===== src/hw/rth_pkg.sv =====
// package for the return-to-home sequencer: register map, fields, timing
package rth_pkg;
    // register byte offsets
    localparam logic [7:0] RTH_REG_CTRL = 8'h00;
    localparam logic [7:0] RTH_REG_START_SPEED = 8'h04;
    localparam logic [7:0] RTH_REG_RUN_SPEED = 8'h08;
    localparam logic [7:0] RTH_REG_PUSH_CURRENT = 8'h0c;
    localparam logic [7:0] RTH_REG_OFFSET = 8'h10;
    localparam logic [7:0] RTH_REG_STATUS = 8'h14;
    localparam logic [7:0] RTH_REG_APPROACH = 8'h18;
    // control field positions
    localparam int RTH_CTRL_START = 0;
    localparam int RTH_CTRL_PUSH = 1;
    localparam int RTH_CTRL_DIR = 2;
    localparam int RTH_CTRL_APERTURE = 3;
    localparam int RTH_CTRL_PHASE = 4;
    // status field positions
    localparam int RTH_STAT_READY = 0;
    localparam int RTH_STAT_DONE = 1;
    localparam int RTH_STAT_BUSY = 2;
    // reset values and the push current maximum
    localparam logic [19:0] RTH_START_SPEED_RST = 20'h001f4;
    localparam logic [19:0] RTH_RUN_SPEED_RST = 20'h003e8;
    localparam logic [10:0] RTH_PUSH_CURRENT_RST = 11'h3e8;
    localparam logic [10:0] RTH_PUSH_CURRENT_MAX = 11'h3e8;
    localparam logic [23:0] RTH_OFFSET_RST = 24'h000000;
    // speeds in Hz
    localparam logic [19:0] RTH_APPROACH_LIMIT_HZ = 20'h001f4;
    // escape distance in steps
    localparam logic [23:0] RTH_ESCAPE_STEPS = 24'h0000c8;
    // halt dwell between escape and resumed search
    localparam int RTH_HALT_NS = 1000;
    localparam int RTH_CLK_NS = 10;
    localparam logic [7:0] RTH_HALT_CYCLES = 8'(RTH_HALT_NS / RTH_CLK_NS);
    // step generator: 100 MHz clock, step every CLK_HZ/speed cycles
    localparam logic [27:0] RTH_CLK_HZ = 28'h5f5e100;
    // axi responses
    localparam logic [1:0] RTH_RESP_OKAY = 2'b00;
    localparam logic [1:0] RTH_RESP_SLVERR = 2'b10;
    // sequencer states
    typedef enum logic [3:0] {
        RTH_IDLE, RTH_SEEK, RTH_ESCAPE, RTH_CLEAR, RTH_HALT, RTH_FIND, RTH_OFFSET_MOVE,
        RTH_DONE
    } rth_state_t;
endpackage


===== src/hw/rth_step_gen.sv =====
// step pulse generator: divides the clock to a requested step rate
`timescale 1ns/1ps
`default_nettype none
module rth_step_gen
    import rth_pkg::*;
(
    input wire logic aclk, // system clock
    input wire logic aresetn, // sync reset, active low
    input wire logic run, // generate steps while high
    input wire logic [19:0] speed_hz, // step rate in Hz
    output logic step // one-cycle step enable
);
    logic [27:0] acc;
    logic [27:0] sum;

    // fractional accumulator, so any rate divides without a divider
    assign sum = acc + {8'h00, speed_hz};

    // step fires when the accumulator wraps past the clock rate
    always_ff @(posedge aclk) begin
        if (!aresetn || !run) begin
            acc <= 28'h0000000;
            step <= 1'b0;
        end else if (sum >= RTH_CLK_HZ) begin
            acc <= sum - RTH_CLK_HZ;
            step <= 1'b1;
        end else begin
            acc <= sum;
            step <= 1'b0;
        end
    end
endmodule
`default_nettype wire


===== src/hw/rth_sequencer.sv =====
// return-to-home sequencer with axi4-lite register slave
// Operation
// RQ1 - final approach speed is start speed, max 500 Hz
// RQ2 - two-sensor: 200 more steps after leaving limit
// RQ3 - two-sensor: reverse at limit until it clears
// RQ4 - with external signals: 200 steps then halt once
// RQ5 - resume until enabled signals seen, then complete
// RQ6 - push mode: reverse on pressing mechanical stopper
// RQ7 - push mode: move 200 steps off the end
// RQ8 - push with external signals: 200 steps, halt, search
// RQ9 - host keeps push speed at most 500 r/min
// RQ10 - raise origin-done when search finishes
// RQ11 - host starts only when ready, drops request after
// RQ12 - one bit enables external aperture input
// RQ13 - push current setting 0 to 1000, 0.1 % units
// RQ14 - detect push contact as stall at limited current
// RQ15 - do home offset move before completion
//
// Implementation choices: the placing of the registers and the AXI4-Lite register port.
`timescale 1ns/1ps
`default_nettype none
module rth_sequencer
    import rth_pkg::*;
(
    input wire logic aclk, // system clock
    input wire logic aresetn, // sync reset, active low
    input wire logic [7:0] s_axi_awaddr, // write address
    input wire logic s_axi_awvalid, // write address valid
    output logic s_axi_awready, // write address ready
    input wire logic [31:0] s_axi_wdata, // write data
    input wire logic [3:0] s_axi_wstrb, // write strobes
    input wire logic s_axi_wvalid, // write data valid
    output logic s_axi_wready, // write data ready
    output logic [1:0] s_axi_bresp, // write response
    output logic s_axi_bvalid, // write response valid
    input wire logic s_axi_bready, // write response ready
    input wire logic [7:0] s_axi_araddr, // read address
    input wire logic s_axi_arvalid, // read address valid
    output logic s_axi_arready, // read address ready
    output logic [31:0] s_axi_rdata, // read data
    output logic [1:0] s_axi_rresp, // read response
    output logic s_axi_rvalid, // read data valid
    input wire logic s_axi_rready, // read data ready
    input wire logic origin_search_request, // host request pin
    output logic ready, // idle and able to start
    output logic origin_done, // origin established
    input wire logic positive_limit_sensor, // limit sensor, positive end
    input wire logic negative_limit_sensor, // limit sensor, negative end
    input wire logic external_aperture_input, // aperture sensor
    input wire logic excitation_phase_marker, // phase marker
    input wire logic stall_detect, // drive reports stall at limited current
    output logic motor_step, // one-cycle step pulse
    output logic motor_dir, // 1 = positive direction
    output logic [10:0] current_limit, // operating current, 0.1 % units
    output logic current_limit_en // limited current active
);
    // pin synchronisers, two stages each
    logic [5:0] pin_s1;
    logic [5:0] pin_s2;
    always_ff @(posedge aclk) begin
        if (!aresetn) begin
            pin_s1 <= 6'h00;
            pin_s2 <= 6'h00;
        end else begin
            pin_s1 <= {origin_search_request, positive_limit_sensor, negative_limit_sensor,
                       external_aperture_input, excitation_phase_marker, stall_detect};
            pin_s2 <= pin_s1;
        end
    end
    logic req_in, pos_ls, neg_ls, aperture, phase, stall;
    assign {req_in, pos_ls, neg_ls, aperture, phase, stall} = pin_s2;

    // configuration registers
    logic start_cmd;
    logic push_mode;
    logic start_dir;
    logic use_aperture;
    logic use_phase;
    logic [19:0] seek_start_speed;
    logic [19:0] seek_run_speed;
    logic [10:0] push_current;
    logic [23:0] home_offset;

    // axi write channel: take address and data in either order
    logic aw_held, w_held;
    logic [7:0] aw_addr;
    logic [31:0] w_data;
    logic [3:0] w_strb;
    logic do_write;
    assign s_axi_awready = !aw_held && !s_axi_bvalid;
    assign s_axi_wready = !w_held && !s_axi_bvalid;
    assign do_write = aw_held && w_held && !s_axi_bvalid;

    always_ff @(posedge aclk) begin
        if (!aresetn) begin
            aw_held <= 1'b0;
            w_held <= 1'b0;
            aw_addr <= 8'h00;
            w_data <= 32'h00000000;
            w_strb <= 4'h0;
            s_axi_bvalid <= 1'b0;
            s_axi_bresp <= RTH_RESP_OKAY;
        end else begin
            if (s_axi_awvalid && s_axi_awready) begin
                aw_held <= 1'b1;
                aw_addr <= s_axi_awaddr;
            end
            if (s_axi_wvalid && s_axi_wready) begin
                w_held <= 1'b1;
                w_data <= s_axi_wdata;
                w_strb <= s_axi_wstrb;
            end
            if (do_write) begin
                aw_held <= 1'b0;
                w_held <= 1'b0;
                s_axi_bvalid <= 1'b1;
                s_axi_bresp <= (aw_addr <= RTH_REG_OFFSET && aw_addr[1:0] == 2'b00)
                    ? RTH_RESP_OKAY : RTH_RESP_SLVERR;
            end else if (s_axi_bvalid && s_axi_bready) begin
                s_axi_bvalid <= 1'b0;
            end
        end
    end

    // byte-lane merge of the held write data
    function automatic logic [31:0] merge(input logic [31:0] old, input logic [31:0] nw,
                                          input logic [3:0] be);
        logic [31:0] r;
        r = old;
        for (int i = 0; i < 4; i++) begin
            if (be[i]) r[i*8 +: 8] = nw[i*8 +: 8];
        end
        return r;
    endfunction

    logic [31:0] ctrl_word, start_word, run_word, cur_word, off_word;
    assign ctrl_word = {27'h0000000, use_phase, use_aperture, start_dir, push_mode, 1'b0};
    assign start_word = {12'h000, seek_start_speed};
    assign run_word = {12'h000, seek_run_speed};
    assign cur_word = {21'h000000, push_current};
    assign off_word = {8'h00, home_offset};
    logic [31:0] ctrl_new, cur_new;
    assign ctrl_new = merge(ctrl_word, w_data, w_strb);
    assign cur_new = merge(cur_word, w_data, w_strb);

    // register writes; the start bit is a self-clearing pulse
    always_ff @(posedge aclk) begin
        if (!aresetn) begin
            start_cmd <= 1'b0;
            push_mode <= 1'b0;
            start_dir <= 1'b0;
            use_aperture <= 1'b0;
            use_phase <= 1'b0;
            seek_start_speed <= RTH_START_SPEED_RST;
            seek_run_speed <= RTH_RUN_SPEED_RST;
            push_current <= RTH_PUSH_CURRENT_RST;
            home_offset <= RTH_OFFSET_RST;
        end else begin
            start_cmd <= 1'b0;
            if (do_write) begin
                unique case (aw_addr)
                    RTH_REG_CTRL: begin
                        start_cmd <= ctrl_new[RTH_CTRL_START];
                        push_mode <= ctrl_new[RTH_CTRL_PUSH];
                        start_dir <= ctrl_new[RTH_CTRL_DIR];
                        use_aperture <= ctrl_new[RTH_CTRL_APERTURE]; // RQ12
                        use_phase <= ctrl_new[RTH_CTRL_PHASE];
                    end
                    RTH_REG_START_SPEED:
                        seek_start_speed <= 20'(merge(start_word, w_data, w_strb));
                    RTH_REG_RUN_SPEED: seek_run_speed <= 20'(merge(run_word, w_data, w_strb));
                    RTH_REG_PUSH_CURRENT: begin
                        // out-of-range values saturate at full rated current
                        push_current <= (cur_new[31:0] > {21'h000000, RTH_PUSH_CURRENT_MAX})
                            ? RTH_PUSH_CURRENT_MAX : cur_new[10:0]; // RQ13
                    end
                    RTH_REG_OFFSET: home_offset <= 24'(merge(off_word, w_data, w_strb));
                    default: ;
                endcase
            end
        end
    end

    // final approach speed clamp
    logic [19:0] final_approach_speed;
    assign final_approach_speed = (seek_start_speed < RTH_APPROACH_LIMIT_HZ)
        ? seek_start_speed : RTH_APPROACH_LIMIT_HZ; // RQ1

    // sequencer
    rth_state_t state;
    logic [23:0] step_cnt;
    logic [7:0] halt_cnt;
    logic seen_stop;
    logic need_ext;
    logic ext_hit;
    logic step_en;
    logic at_limit;
    logic start_req;
    logic req_prev;
    assign need_ext = use_aperture || use_phase;
    assign ext_hit = (!use_aperture || aperture) && (!use_phase || phase);
    assign at_limit = motor_dir ? pos_ls : neg_ls;
    assign start_req = start_cmd || (req_in && !req_prev);
    assign ready = (state == RTH_IDLE) || (state == RTH_DONE);

    always_ff @(posedge aclk) begin
        if (!aresetn) begin
            req_prev <= 1'b0;
        end else begin
            req_prev <= req_in;
        end
    end

    // state and direction; a step is counted at each step enable in RTH_CLEAR and RTH_OFFSET_MOVE
    always_ff @(posedge aclk) begin
        if (!aresetn) begin
            state <= RTH_IDLE;
            motor_dir <= 1'b0;
            step_cnt <= 24'h000000;
            halt_cnt <= 8'h00;
            seen_stop <= 1'b0;
        end else begin
            unique case (state)
                RTH_IDLE, RTH_DONE: begin
                    if (start_req) begin // RQ11
                        state <= RTH_SEEK;
                        motor_dir <= start_dir;
                        seen_stop <= 1'b0;
                    end
                end
                RTH_SEEK: begin
                    // two-sensor: limit reached; push: stall at limited current
                    if (push_mode ? stall : at_limit) begin // RQ14
                        motor_dir <= !motor_dir; // RQ3 RQ6
                        state <= push_mode ? RTH_CLEAR : RTH_ESCAPE;
                        step_cnt <= 24'h000000;
                    end
                end
                RTH_ESCAPE: begin
                    // leave the limit in reverse; the sensor is the one behind us
                    if (!(motor_dir ? neg_ls : pos_ls)) begin // RQ3
                        state <= RTH_CLEAR;
                        step_cnt <= 24'h000000;
                    end
                end
                RTH_CLEAR: begin
                    if (step_en) step_cnt <= step_cnt + 24'h000001;
                    if (step_en && step_cnt == RTH_ESCAPE_STEPS - 24'h000001) begin // RQ2 RQ7
                        step_cnt <= 24'h000000;
                        halt_cnt <= 8'h00;
                        state <= need_ext ? RTH_HALT : RTH_OFFSET_MOVE; // RQ4 RQ8
                    end
                end
                RTH_HALT: begin
                    halt_cnt <= halt_cnt + 8'h01;
                    if (halt_cnt == RTH_HALT_CYCLES - 8'h01) state <= RTH_FIND; // RQ4 RQ8
                end
                RTH_FIND: begin
                    if (ext_hit) begin // RQ5 RQ8
                        state <= RTH_OFFSET_MOVE;
                        step_cnt <= 24'h000000;
                    end
                end
                RTH_OFFSET_MOVE: begin
                    // offset runs in the current travel direction
                    if (step_cnt == home_offset) begin // RQ15
                        state <= RTH_DONE;
                    end else if (step_en) begin
                        step_cnt <= step_cnt + 24'h000001;
                    end
                end
            endcase
        end
    end

    // origin-done flag, cleared on a new start
    always_ff @(posedge aclk) begin
        if (!aresetn) begin
            origin_done <= 1'b0;
        end else if (state == RTH_OFFSET_MOVE && step_cnt == home_offset) begin
            origin_done <= 1'b1; // RQ10
        end else if (ready && start_req) begin
            origin_done <= 1'b0;
        end
    end

    // speed select: seek at run speed, then start speed; only the last approach is clamped
    logic [19:0] speed;
    logic run;
    always_comb begin
        speed = (state == RTH_SEEK) ? seek_run_speed : seek_start_speed;
        if (state == RTH_FIND || (state == RTH_CLEAR && !need_ext)) speed = final_approach_speed;
        run = !(state == RTH_IDLE || state == RTH_DONE || state == RTH_HALT);
        if (state == RTH_OFFSET_MOVE && step_cnt == home_offset) run = 1'b0;
    end
    assign step_en = motor_step;

    // push current only limited during the push-mode seek toward the stopper
    assign current_limit = push_current; // RQ13
    assign current_limit_en = push_mode && (state == RTH_SEEK); // RQ14

    rth_step_gen u_step (
        .aclk(aclk),
        .aresetn(aresetn),
        .run(run),
        .speed_hz(speed),
        .step(motor_step)
    );

    // axi read channel, one cycle after the address
    logic [31:0] status_word;
    assign status_word = {29'h00000000, !ready, origin_done, ready} & 32'h00000007;
    assign s_axi_arready = !s_axi_rvalid;
    always_ff @(posedge aclk) begin
        if (!aresetn) begin
            s_axi_rvalid <= 1'b0;
            s_axi_rdata <= 32'h00000000;
            s_axi_rresp <= RTH_RESP_OKAY;
        end else if (s_axi_arvalid && s_axi_arready) begin
            s_axi_rvalid <= 1'b1;
            s_axi_rresp <= RTH_RESP_OKAY;
            unique case (s_axi_araddr)
                RTH_REG_CTRL: s_axi_rdata <= ctrl_word;
                RTH_REG_START_SPEED: s_axi_rdata <= start_word;
                RTH_REG_RUN_SPEED: s_axi_rdata <= run_word;
                RTH_REG_PUSH_CURRENT: s_axi_rdata <= cur_word;
                RTH_REG_OFFSET: s_axi_rdata <= off_word;
                RTH_REG_STATUS: s_axi_rdata <= status_word;
                RTH_REG_APPROACH: s_axi_rdata <= {12'h000, final_approach_speed};
                default: begin
                    s_axi_rdata <= 32'h00000000;
                    s_axi_rresp <= RTH_RESP_SLVERR;
                end
            endcase
        end else if (s_axi_rvalid && s_axi_rready) begin
            s_axi_rvalid <= 1'b0;
        end
    end
endmodule
`default_nettype wire


===== config.mk =====
export PLATFORM = sky130hd
export DESIGN_NAME = rth_sequencer
export DESIGN_NICKNAME = d
export VERILOG_FILES = /design/src/hw/rth_pkg.sv /design/src/hw/rth_step_gen.sv /design/src/hw/rth_sequencer.sv
export SDC_FILE = /design/constraint.sdc
export NUM_CORES = 1
export LEC_CHECK = 0
export BUFFER_PORTS_ARGS = -buffer_cell sky130_fd_sc_hd__buf_2
export CAP_MARGIN = 30
export CELL_PAD_IN_SITES_DETAIL_PLACEMENT = 1
export CELL_PAD_IN_SITES_GLOBAL_PLACEMENT = 2
export CORE_MARGIN = 1
export CORE_UTILIZATION = 23
export CTS_BUF_LIST = sky130_fd_sc_hd__clkbuf_16
export DETAILED_ROUTE_END_ITERATION = 10
export GPL_TIMING_DRIVEN = 0
export PLACE_DENSITY_LB_ADDON = 0.1
export SYNTH_ARGS = -nofsm -noshare
export SYNTH_HDL_FRONTEND = slang
export SYNTH_SLANG_ARGS = --single-unit

===== constraint.sdc =====
create_clock -name aclk -period 4.65 [get_ports aclk]
set_input_delay 0 -clock aclk [delete_from_list [all_inputs] [get_ports aclk]]
set_output_delay 0 -clock aclk [all_outputs]
set_load 0.01 [all_outputs]

After elaboration in Yosys (flattened, before gate mapping)
Index checks and enable logic that the tools add are counted.

cells by class
  $add $sub $neg = 4
  magnitude comparators = 4
  equal/unequal tests = 28
  multiplexer cells = 45
  bitwise logic cells = 1
  reductions and logical operators = 67

operators with widths
  operator                                                number
  one-hot mux 24 bit (7 select lines)                     1
  2-to-1 mux 24 bit                                       6
  one-hot mux 24 bit (5 select lines)                     1
  2-to-1 mux 20 bit                                       3
  2-to-1 mux 8 bit                                        5
  AND reduction 3 bit                                     11
  == test 8 x 4 -> 1 bit (second input constant)          4
  == test 8 x 5 -> 1 bit (second input constant)          4
  > comparator 32 x 10 -> 1 bit (second input constant)   1
  adder 28 x 20 -> 28 bit                                 1
  >= comparator 28 x 27 -> 1 bit (second input constant)  1
  2-to-1 mux 28 bit                                       1
  2-to-1 mux 4 bit                                        7
  one-hot mux 4 bit (7 select lines)                      1
  subtractor 28 x 27 -> 28 bit (second input constant)    1
  adder 24 x 1 -> 24 bit (second input constant)          1
  == test 24 bit                                          1
  == test 24 x 8 -> 1 bit (second input constant)         1
  < comparator 20 x 9 -> 1 bit (second input constant)    1
  logical AND 1 bit                                       17
  == test 4 x 3 -> 1 bit (second input constant)          4
  == test 8 x 3 -> 1 bit (second input constant)          2
  logical NOT 8 bit                                       2
  inequality test 2 bit (second input constant)           8
  other kinds (23)                                        64

word-level totals
  register bits = 244
  input port bits = 65
  output and inout bits = 57
  word-level logic and storage cells = 184

Logic depth before layout (Yosys ltp)
Gate-level depths: netlist of run 1.

  depth in word-level cells = 8
  gate-level depth with buffers = 26
  mapped depth without buffers = 25

Cells and area by module
A second synthesis of run 1 with hierarchy kept.

unflattened totals
  cell total of the unflattened synthesis = 1468
  area, all modules = 12205.5 um2

modules (own cells, without submodules)
  module         times used  cells an instance  area each (um2)  seq. area each (um2)
  rth_sequencer  1           1132               9462.8           4083.9
  rth_step_gen   1           336                2742.6           580.6

Least setup slack after synthesis of run 1
No wires, ideal clock.

  path kind = register to register
  start = register state[0]
  end = register u_step.acc[23]
  library setup time = 128 ps
  arrival time = 4767 ps
  required time = 4522 ps
  setup slack = -245 ps
  stages on the path, launching flop included = 26
  buffers on the path = 3
  clock period less this slack = 4895 ps
  path through = dfxtp_1 -> clkbuf_1 -> nand2b_1 -> nor2_1 -> clkbuf_1 -> a22o_1 -> ha_1 -> inv_1 -> fa_1 -> nand2b_1 -> a21oi_2 -> nor2_1 -> o21ai_0 -> xor2_1 -> ha_1 -> nand2_1 -> nor3_1 -> nand2_1 -> nor4_1 -> a211oi_1 -> o311a_4 -> o31ai_4 -> buf_6 -> nand4_1 -> xnor2_1 -> nor2_1

between the ends
  cells in the longest elaborated chain, start to end = 7
  elaborated cells on any way between the ends = 22
  those cells by class = add/sub (2); order compare (1); eq/ne (6); mux (4); reduce/logical (9)

RTL lines
  element                                                             RTL line                                    text
  start: declaration                                                  rth_sequencer.sv:190                        rth_state_t state;
  start signal: assignment                                            rth_sequencer.sv:235                        state <= push_mode ? RTH_CLEAR : RTH_ESCAPE;
  start signal: assignment                                            rth_sequencer.sv:251                        state <= need_ext ? RTH_HALT : RTH_OFFSET_MOVE;
  == test 4 x 2 -> 1 bit (tied with other cells)                      rth_sequencer.sv:292                        if (state == RTH_FIND || (state == RTH_CLEAR && !need_ext)) speed = final_approach_speed;
  logical AND 1 bit / logical OR 1 bit (equally long branches)        rth_sequencer.sv:292, rth_sequencer.sv:293
  logical OR 1 bit (on tied branches)                                 rth_sequencer.sv:292, rth_sequencer.sv:293
  2-to-1 mux 20 bit / logical NOT 1 bit (equally long branches)       rth_sequencer.sv:292, rth_sequencer.sv:293
  adder 28 x 20 -> 28 bit / 2-to-1 mux 1 bit (equally long branches)  rth_step_gen.sv:17, rth_sequencer.sv:294
  subtractor 28 x 27 -> 28 bit (tied with other cells)                rth_step_gen.sv:25                          acc <= sum - RTH_CLK_HZ;
  2-to-1 mux 28 bit / logical OR 1 bit (equally long branches)        rth_step_gen.sv:24, rth_step_gen.sv:21
  end signal: assignment                                              rth_step_gen.sv:25
  end signal: assignment                                              rth_step_gen.sv:28                          acc <= sum;
  end: declaration                                                    rth_step_gen.sv:13                          logic [27:0] acc;

Parallel ways exist; a longest one is shown, timed or not.
A chain may end at the register's enable or synchronous reset.

Worst setup path after layout of run 1
  start = register seek_start_speed[16]
  end = register u_step.acc[16]

between the ends
  cells in the longest elaborated chain, start to end = 6
  elaborated cells on any way between the ends = 8
  those cells by class = add/sub (2); order compare (2); mux (4)

RTL lines
  element                                                                                RTL line                                text
  start: declaration                                                                     rth_sequencer.sv:79                     logic [19:0] seek_start_speed;
  start signal: assignment                                                               rth_sequencer.sv:170                    seek_start_speed <= 20'(merge(start_word, w_data, w_strb));
  < comparator 20 x 9 -> 1 bit                                                           rth_sequencer.sv:186                    assign final_approach_speed = (seek_start_speed < RTH_APPROACH_LIMIT_HZ)
  2-to-1 mux 20 bit                                                                      rth_sequencer.sv:187                    ? seek_start_speed : RTH_APPROACH_LIMIT_HZ;
  2-to-1 mux 20 bit (*)                                                                  rth_sequencer.sv:292
  adder 28 x 20 -> 28 bit (*)                                                            rth_step_gen.sv:17                      assign sum = acc + {8'h00, speed_hz};
  subtractor 28 x 27 -> 28 bit / >= comparator 28 x 27 -> 1 bit (equally long branches)  rth_step_gen.sv:25, rth_step_gen.sv:24
  2-to-1 mux 28 bit (*)                                                                  rth_step_gen.sv:24                      end else if (sum >= RTH_CLK_HZ) begin

Mark *: on every way between the ends. The rest lies on a longest branch, timed or not.

==> run_results.csv, run 1 <==
group,metric,value,unit
sta,setup_ws,-0.4664,ns
pwr,leakage,6.292,nW
final_layout,final_area,15460,um2
sta,fin_skew,0.05392,ns
detailed_routing,wl_per_cell,20.37,um
pwr,ir_drop,0.0002524,V
clocking,clkSlewWorstSetupHoldPaths,0.06,ns
synth,yosys-top-cells-area,"dfxtp_1 (40%), nand2_1 (6.6%), mux2i_1 (6.6%)",
synth,ys.warnings.count,0,
critical_path,criticalPathCategory,"flop to flop",
synth,synth_top_cell_by_area,"dfxtp_1",
synth,ys.flop_type,"dfxtp_1",
place,preCtsSetupSlack,-1.702,ns
clocking,cts_root_buf,"clkbuf_16",
floorplanning,dieArea,51590,um2
floorplanning,core,50070,um2
floorplanning,die_w,227.1,um
synth,synthArstFlopShare,0,
synth,ys_types,88,
critical_path,worstPathRequired,5.09,ns
floorplanning,initial_utilization,0.2329,
pwr,powerDensity,411.6,nW/um2
sta,whs,0.05652,ns
final_layout,utilization,0.3089,
floorplanning,pin_count,122,
sta,tightest_slew,1.005,ns
sta,fmax,195.5,MHz
critical_path,crit_path_end_kind,"flop",
final_layout,nNetsFinal,1752,
clocking,clock_latency,0.61,ns
clocking,cts_tree,"built",
place,postPlaceCellArea,13160,um2
final_layout,drive_gt1_frac,0.1733,
critical_path,cp_max_fo,4,
sta,fin_crit_sh,1.100,
min_path,holdCritPathClass,"input port to flop",
place,dp.cells,2202,
place,io_buffer_count,110,
sta,slew_headroom,0.3250,
final_layout,diodes,0,
final_layout,final_cells,2357,
sta,setup_violations,21,
critical_path,worst_ep_arrival_time,5.55,ns
synth,yosysSeqAreaShare,0.4001,
detailed_routing,vias,11240,
place,place_hpwl,36870,um
final_layout,fillCellCount,5970,
synth,ys_seq_elements,233,
sta,layout_min_cycle_time,5.116,ns
synth,synth_edf_count,0,
run,maxCapViolations,0,
clocking,numCtsBuffers,30,
sta,grt_setup_unrepaired,"true",
clocking,cts_max_level,1,
final_layout,area.growth.synth_to_final,32.65,%
global_routing,grt.overflow.total,0,
sta,hold_violations,0,
global_routing,antenna_found_initial,0,
clocking,max-clock-path-buffers,3,
sta,slew_viol_final,0,
run_status,outcome,"finished, violations left",
global_routing,grt_first_pass_wirelength,72470,um
detailed_routing,ant_nets,0,
global_routing,grt_usage,0.1874,
place,place_congestion,0.8095,
clocking,clock-sinks,233,
detailed_routing,wirelength,48010,um
run_status,violations,"setup timing",
critical_path,start_kind,"flop",
synth,synth_top_area_share,0.4001,
synth,syn-instance-count,1407,
detailed_routing,post-route-drc-count,0,
detailed_routing,dr.pass1.iters,7,
global_routing,first_global_vias,11650,
floorplanning,die_h,227.1,um
detailed_routing,drtIter0Drc,491,
detailed_routing,avgViaCountPerCell,4.768,
synth,syn_avg_cell_area,8.286,um2
global_routing,grt_start_max_net_pins,18,
synth,synth.cell_area,11660,um2
floorplanning,row_count,82,
==> cell families after synthesis <==
logic type | share of synthesized area
AOI/OAI and AO/OA | 0.1730
xor gates and xnor gates | 0.06021
adders and majority gates | 0.02747
buffers and inverters | 0.03595
DFF | 0.4001
muxes | 0.06997
other | 0.0003216
and+or+nand+nor | 0.2330
==> stage by stage <==
| stage | power, mW | setup TNS [ns] |
|---|---|---|
| after global routing | 6.739 | -13.30 |
| after global placement | 3.717 | -32.91 |
| after floorplan | 3.193 | 0 |
| after detailed placement | 3.727 | -32.24 |
| after CTS | 6.310 | -10.97 |
| final | 6.365 | -7.495 |
==> cells in the mapped netlist (5+ instances only) <==
cell type,n
dfxtp_1,233
inv_1,23
a22oi_1,8
o211ai_1,5
nand2b_1,8
a311oi_1,5
xnor2_1,35
o21ai_0,46
nand2_1,206
a21oi_1,118
clkbuf_1,54
o22ai_1,9
mux2i_1,77
and2_1,21
nor4_1,21
o22a_1,6
a221oi_1,5
o21a_1,8
ha_1,24
and4_1,7
nand3_1,36
a21o_1,7
a211oi_1,18
nand4_1,17
a222oi_1,14
xor2_1,42
or3_1,9
nor2_1,186
a31oi_1,8
buf_4,10
nor2b_1,7
nor3_1,27
and3_1,22
==> critical path, stage by stage (launching register included) <==
cell and delay, ns:
dfxtp_2 0.35, nor4_2 0.26, nand2_1 0.12, nor4_4 0.21, o21ai_2 0.14, a21oi_2 0.21
a22o_1 0.19, ha_2 0.20, inv_2 0.04, fa_2 0.34, nand2b_4 0.16, a21oi_4 0.18
nor2_2 0.06, o21ai_2 0.17, xor2_2 0.18, ha_2 0.21, nand2_2 0.06, nor3_2 0.10
nand2_1 0.10, nor4_4 0.24, a211oi_2 0.16, o311a_4 0.36, o31ai_4 0.32, buf_4 0.17
and3_1 0.17, xor2_1 0.16, nor2_1 0.05
==> layout make-up <==
class / count / area, um2 / share of cell area
multi-input combinational: 1085 / 7007 / 0.4531
sequential: 233 / 4676 / 0.3023
timing repair buffer: 215 / 1546 / 0.1000
tap: 672 / 840.8 / 0.05437
clock buffer: 30 / 750.7 / 0.04854
buffer: 73 / 339.1 / 0.02193
clock inverter: 25 / 215.2 / 0.01392
inverter: 24 / 90.09 / 0.005825
==> placed cells by master (no fill, tap or decap), types with 13 or more instances in the layout <==
master / synthesis / final
dfxtp_1: 233 / 228
nand2_1: 206 / 202
nor2_1: 186 / 181
buf_2: 3 / 117
a21oi_1: 118 / 109
mux2i_1: 77 / 76
dlygate4sd3_1: 0 / 75
clkbuf_1: 54 / 47
o21ai_0: 46 / 43
xor2_1: 42 / 38
buf_4: 10 / 35
nand3_1: 36 / 33
clkbuf_16: 0 / 30
xnor2_1: 35 / 28
nor3_1: 27 / 26
inv_1: 23 / 25
and3_1: 22 / 22
and2_1: 21 / 21
nand4_1: 17 / 17
a211oi_1: 18 / 17
ha_1: 24 / 17
nor4_1: 21 / 16
a222oi_1: 14 / 14
clkinv_1: 1 / 13
==> final timing paths <==
kind / startpoint / endpoint / slack (ns) / cells past startpoint
setup reg to reg: seek_start_speed[16] / u_step.acc[16] / -0.47 / 26
hold / removal: s_axi_wvalid / w_data[27] / 0.06 / 5
setup / recovery: seek_start_speed[16] / u_step.acc[16] / -0.47 / 26
hold reg to reg: pin_s1[0] / pin_s2[0] / 0.43 / 1
==> power breakdown <==
group          switching [mW]  internal, mW  total (mW)
registers              0.0836          2.07        2.16
clock network           0.981          1.34        2.32
logic                    1.15         0.744        1.89
==> per-layer routing <==
layer,global-route usage,up-vias,share of wire
met4,0.03984,0,0.016
met1,0.2644,5539,0.50
li1,-,5484,-
met5,0,-,0
met2,0.3039,170,0.45
met3,0.02284,45,0.032
==> repair_timing <==
| item | CTS | global route |
|---|---|---|
| pin swaps | 22 | 23 |
| endpoints found under the hold margin | 57 | 0 |
| hold buffers | 75 | 0 |
| gates cloned | 1 | 0 |
| endpoints found under the setup margin | 21 | 21 |
| gates resized for setup | 48 | 40 |
| buffers inserted | 12 | 12 |
==> sequential cells by signal, summed over array words and instances (netlist names), 3 cells and up <==
signal,count
s_axi_rdata,24
seek_start_speed,20
state,3
u_step.acc,28
aw_addr,8
halt_cnt,8
w_strb,4
pin_s2,6
step_cnt,24
home_offset,24
current_limit,11
seek_run_speed,20
pin_s1,6
w_data,32
(Power assumes the default switching activity.)
==> run 2: changes to the inputs <==
--- a/config.mk
+++ b/config.mk
@@ -15,6 +15,7 @@
 export DETAILED_ROUTE_END_ITERATION = 10
 export GPL_TIMING_DRIVEN = 0
 export PLACE_DENSITY_LB_ADDON = 0.1
+export RECOVER_POWER = 50
 export SYNTH_ARGS = -nofsm -noshare
 export SYNTH_HDL_FRONTEND = slang
 export SYNTH_SLANG_ARGS = --single-unit
==> run_results.csv, run 2 (synthesis gave the netlist of run 1 again) <==
group,metric,value,unit
run_status,outcome,"finished, violations left",
run_status,violations,"setup timing",
final_layout,nNetsFinal,1752,
global_routing,grt.overflow.total,0,
clocking,cts_root_buf,"clkbuf_16",
pwr,switchingPower,2.211,mW
final_layout,drive_gt1_frac,0.1442,
detailed_routing,post-route-drc-count,0,
final_layout,layout_commonest_cell,"dfxtp_1",
sta,setup_ws,-0.4640,ns
sta,whs,0.05466,ns
clocking,clock_latency,0.61,ns
place,preCtsSetupSlack,-1.702,ns
global_routing,grt_usage,0.1874,
global_routing,grt_first_pass_wirelength,72470,um
critical_path,r2r.worst_path.cells,26,
clocking,clock-sinks,233,
final_layout,diodes,0,
sta,tightest_slew,0.9961,ns
sta,hold_violations,0,
final_layout,final_area,15380,um2
clocking,numCtsBuffers,30,
final_layout,largest_reg_flops,32,
pwr,leakage,6.100,nW
critical_path,start_kind,"flop",
critical_path,r2r-end,"u_step.acc[16]",
min_path,holdCritPathClass,"input port to flop",
min_path,whs_endpoint,"w_data[27]",
critical_path,cp_max_fo,4,
sta,slew_headroom,0.3310,
clocking,cts_tree,"built",
critical_path,worstPathRequired,5.08,ns
floorplanning,pin_count,122,
sta,grt_setup_unrepaired,"true",
pwr,clkPwrFrac,0.364,
floorplanning,core,50070,um2
pwr,netSwitchingFraction,0.3478,
place,postPlaceCellArea,13160,um2
global_routing,grt_start_max_net_pins,18,
detailed_routing,ant_nets,0,
pwr,p_comb_frac,0.296,
clocking,clkSlewWorstSetupHoldPaths,0.06,ns
place,io_buffer_count,110,
detailed_routing,wirelength,48040,um
global_routing,antenna_found_initial,0,
min_path,hold_depth,5,
place,dp.cells,2202,
detailed_routing,avgViaCountPerCell,4.770,
detailed_routing,vias,11240,
pwr,intPower,4.146,mW
final_layout,most-common-layout-cells,"dfxtp_1 (228), nand2_1 (202), nor2_1 (181)",
critical_path,worstReg2RegStart,"seek_start_speed[16]",
floorplanning,die_h,227.1,um
global_routing,first_global_vias,11650,
critical_path,criticalPathCategory,"flop to flop",
sta,fmax,195.5,MHz
floorplanning,die_w,227.1,um
detailed_routing,wl_per_cell,20.38,um
sta,layout_min_cycle_time,5.114,ns
clocking,cts_max_level,1,
final_layout,area.growth.synth_to_final,31.95,%
critical_path,r2r_setup_slack,-0.46,ns
final_layout,reg.largest.list,"w_data: 32 flops, u_step.acc: 28 flops",
floorplanning,dieArea,51590,um2
run,maxCapViolations,0,
floorplanning,row_count,82,
detailed_routing,dr.pass1.iters,7,
final_layout,regMostFlops,"w_data",
sta,fin_crit_sh,1.100,
pwr,seqPwrFrac,0.339,
sta,setup_violations,21,
critical_path,crit_path_end_kind,"flop",
place,place_congestion,0.8095,
floorplanning,initial_utilization,0.2329,
final_layout,final_cells,2357,
clocking,max-clock-path-buffers,3,
min_path,min_from,"s_axi_wvalid",
pwr,powerDensity,413.3,nW/um2
sta,fin_skew,0.05470,ns
sta,slew_viol_final,0,
critical_path,worst_ep_arrival_time,5.55,ns
pwr,ir_drop,0.0002522,V
place,place_hpwl,36870,um
detailed_routing,drtIter0Drc,513,
run 2: repair_timing:
| action | 4_1_cts | 5_1_grt |
|---|---|---|
| setup endpoints to repair | 21 | 21 |
| setup buffers | 12 | 12 |
| endpoints found under the hold margin | 57 | 0 |
| gates cloned | 1 | 0 |
| gates resized for setup | 48 | 40 |
| hold buffers | 75 | 0 |
| pin swaps | 22 | 23 |
run 2: worst max-delay path: stages (launching register included):
cell,delay (ns)
dfxtp_2,0.35
nor4_2,0.26
nand2_1,0.12
nor4_4,0.21
o21ai_2,0.14
a21oi_2,0.21
a22o_1,0.19
ha_2,0.20
inv_2,0.04
fa_2,0.34
nand2b_4,0.16
a21oi_4,0.18
nor2_2,0.06
o21ai_2,0.17
xor2_2,0.18
ha_2,0.21
nand2_2,0.06
nor3_2,0.10
nand2_1,0.10
nor4_4,0.25
a211oi_2,0.16
o311a_4,0.36
o31ai_4,0.32
buf_4,0.17
and3_1,0.17
xor2_1,0.16
nor2_1,0.05
run 2: per-layer routing:
metal | global-route usage | up-vias | wire, um
met1 | 0.2644 | 5555 | 24300
met2 | 0.3039 | 156 | 21490
met5 | 0 | - | 0
met3 | 0.02284 | 45 | 1464
met4 | 0.03984 | 0 | 784
li1 | - | 5486 | -
run 2: area by class of cell:
class / count / area, um2
clock inverters: 25 / 215.2
repair buffers: 215 / 1465
multi-input cells: 1085 / 7007
flip-flops and latches: 233 / 4676
clock buffers: 30 / 750.7
inverters: 24 / 90.09
well taps: 672 / 840.8
fillers: 5987 / 34680
plain buffers: 73 / 339.1
run 2: how the worst max path moves through the flow:
stage / cells past startpoint / slack [ns] / startpoint / endpoint
floorplan: 26 / 0.03 / seek_start_speed[13] / u_step.acc[23]
global placement: 26 / -1.74 / seek_start_speed[10] / u_step.acc[10]
detailed placement: 26 / -1.70 / seek_start_speed[10] / u_step.acc[10]
CTS: 26 / -0.59 / seek_start_speed[17] / u_step.acc[16]
global route: 26 / -0.74 / seek_start_speed[16] / u_step.acc[16]
finish: 26 / -0.46 / seek_start_speed[16] / u_step.acc[16]
run 2: metrics by stage:
stage	setup TNS [ns]	power, mW	utilization
global placement	-32.91	3.717	0.2620
CTS	-10.97	6.310	0.3033
detailed placement	-32.24	3.727	0.2629
global route	-13.31	6.732	0.3073
finish	-7.480	6.357	0.3073
floorplan	0	3.193	-
run 2: power by group through the flow:
stage / Sequential [mW] / Combinational (mW) / Clock, mW
after global placement: 2.20 / 1.52 / 0
after global routing: 2.17 / 2.09 / 2.47
after floorplan: 2.16 / 1.03 / 0
after CTS: 2.16 / 1.75 / 2.40
after detailed placement: 2.20 / 1.53 / 0
final: 2.16 / 1.88 / 2.32
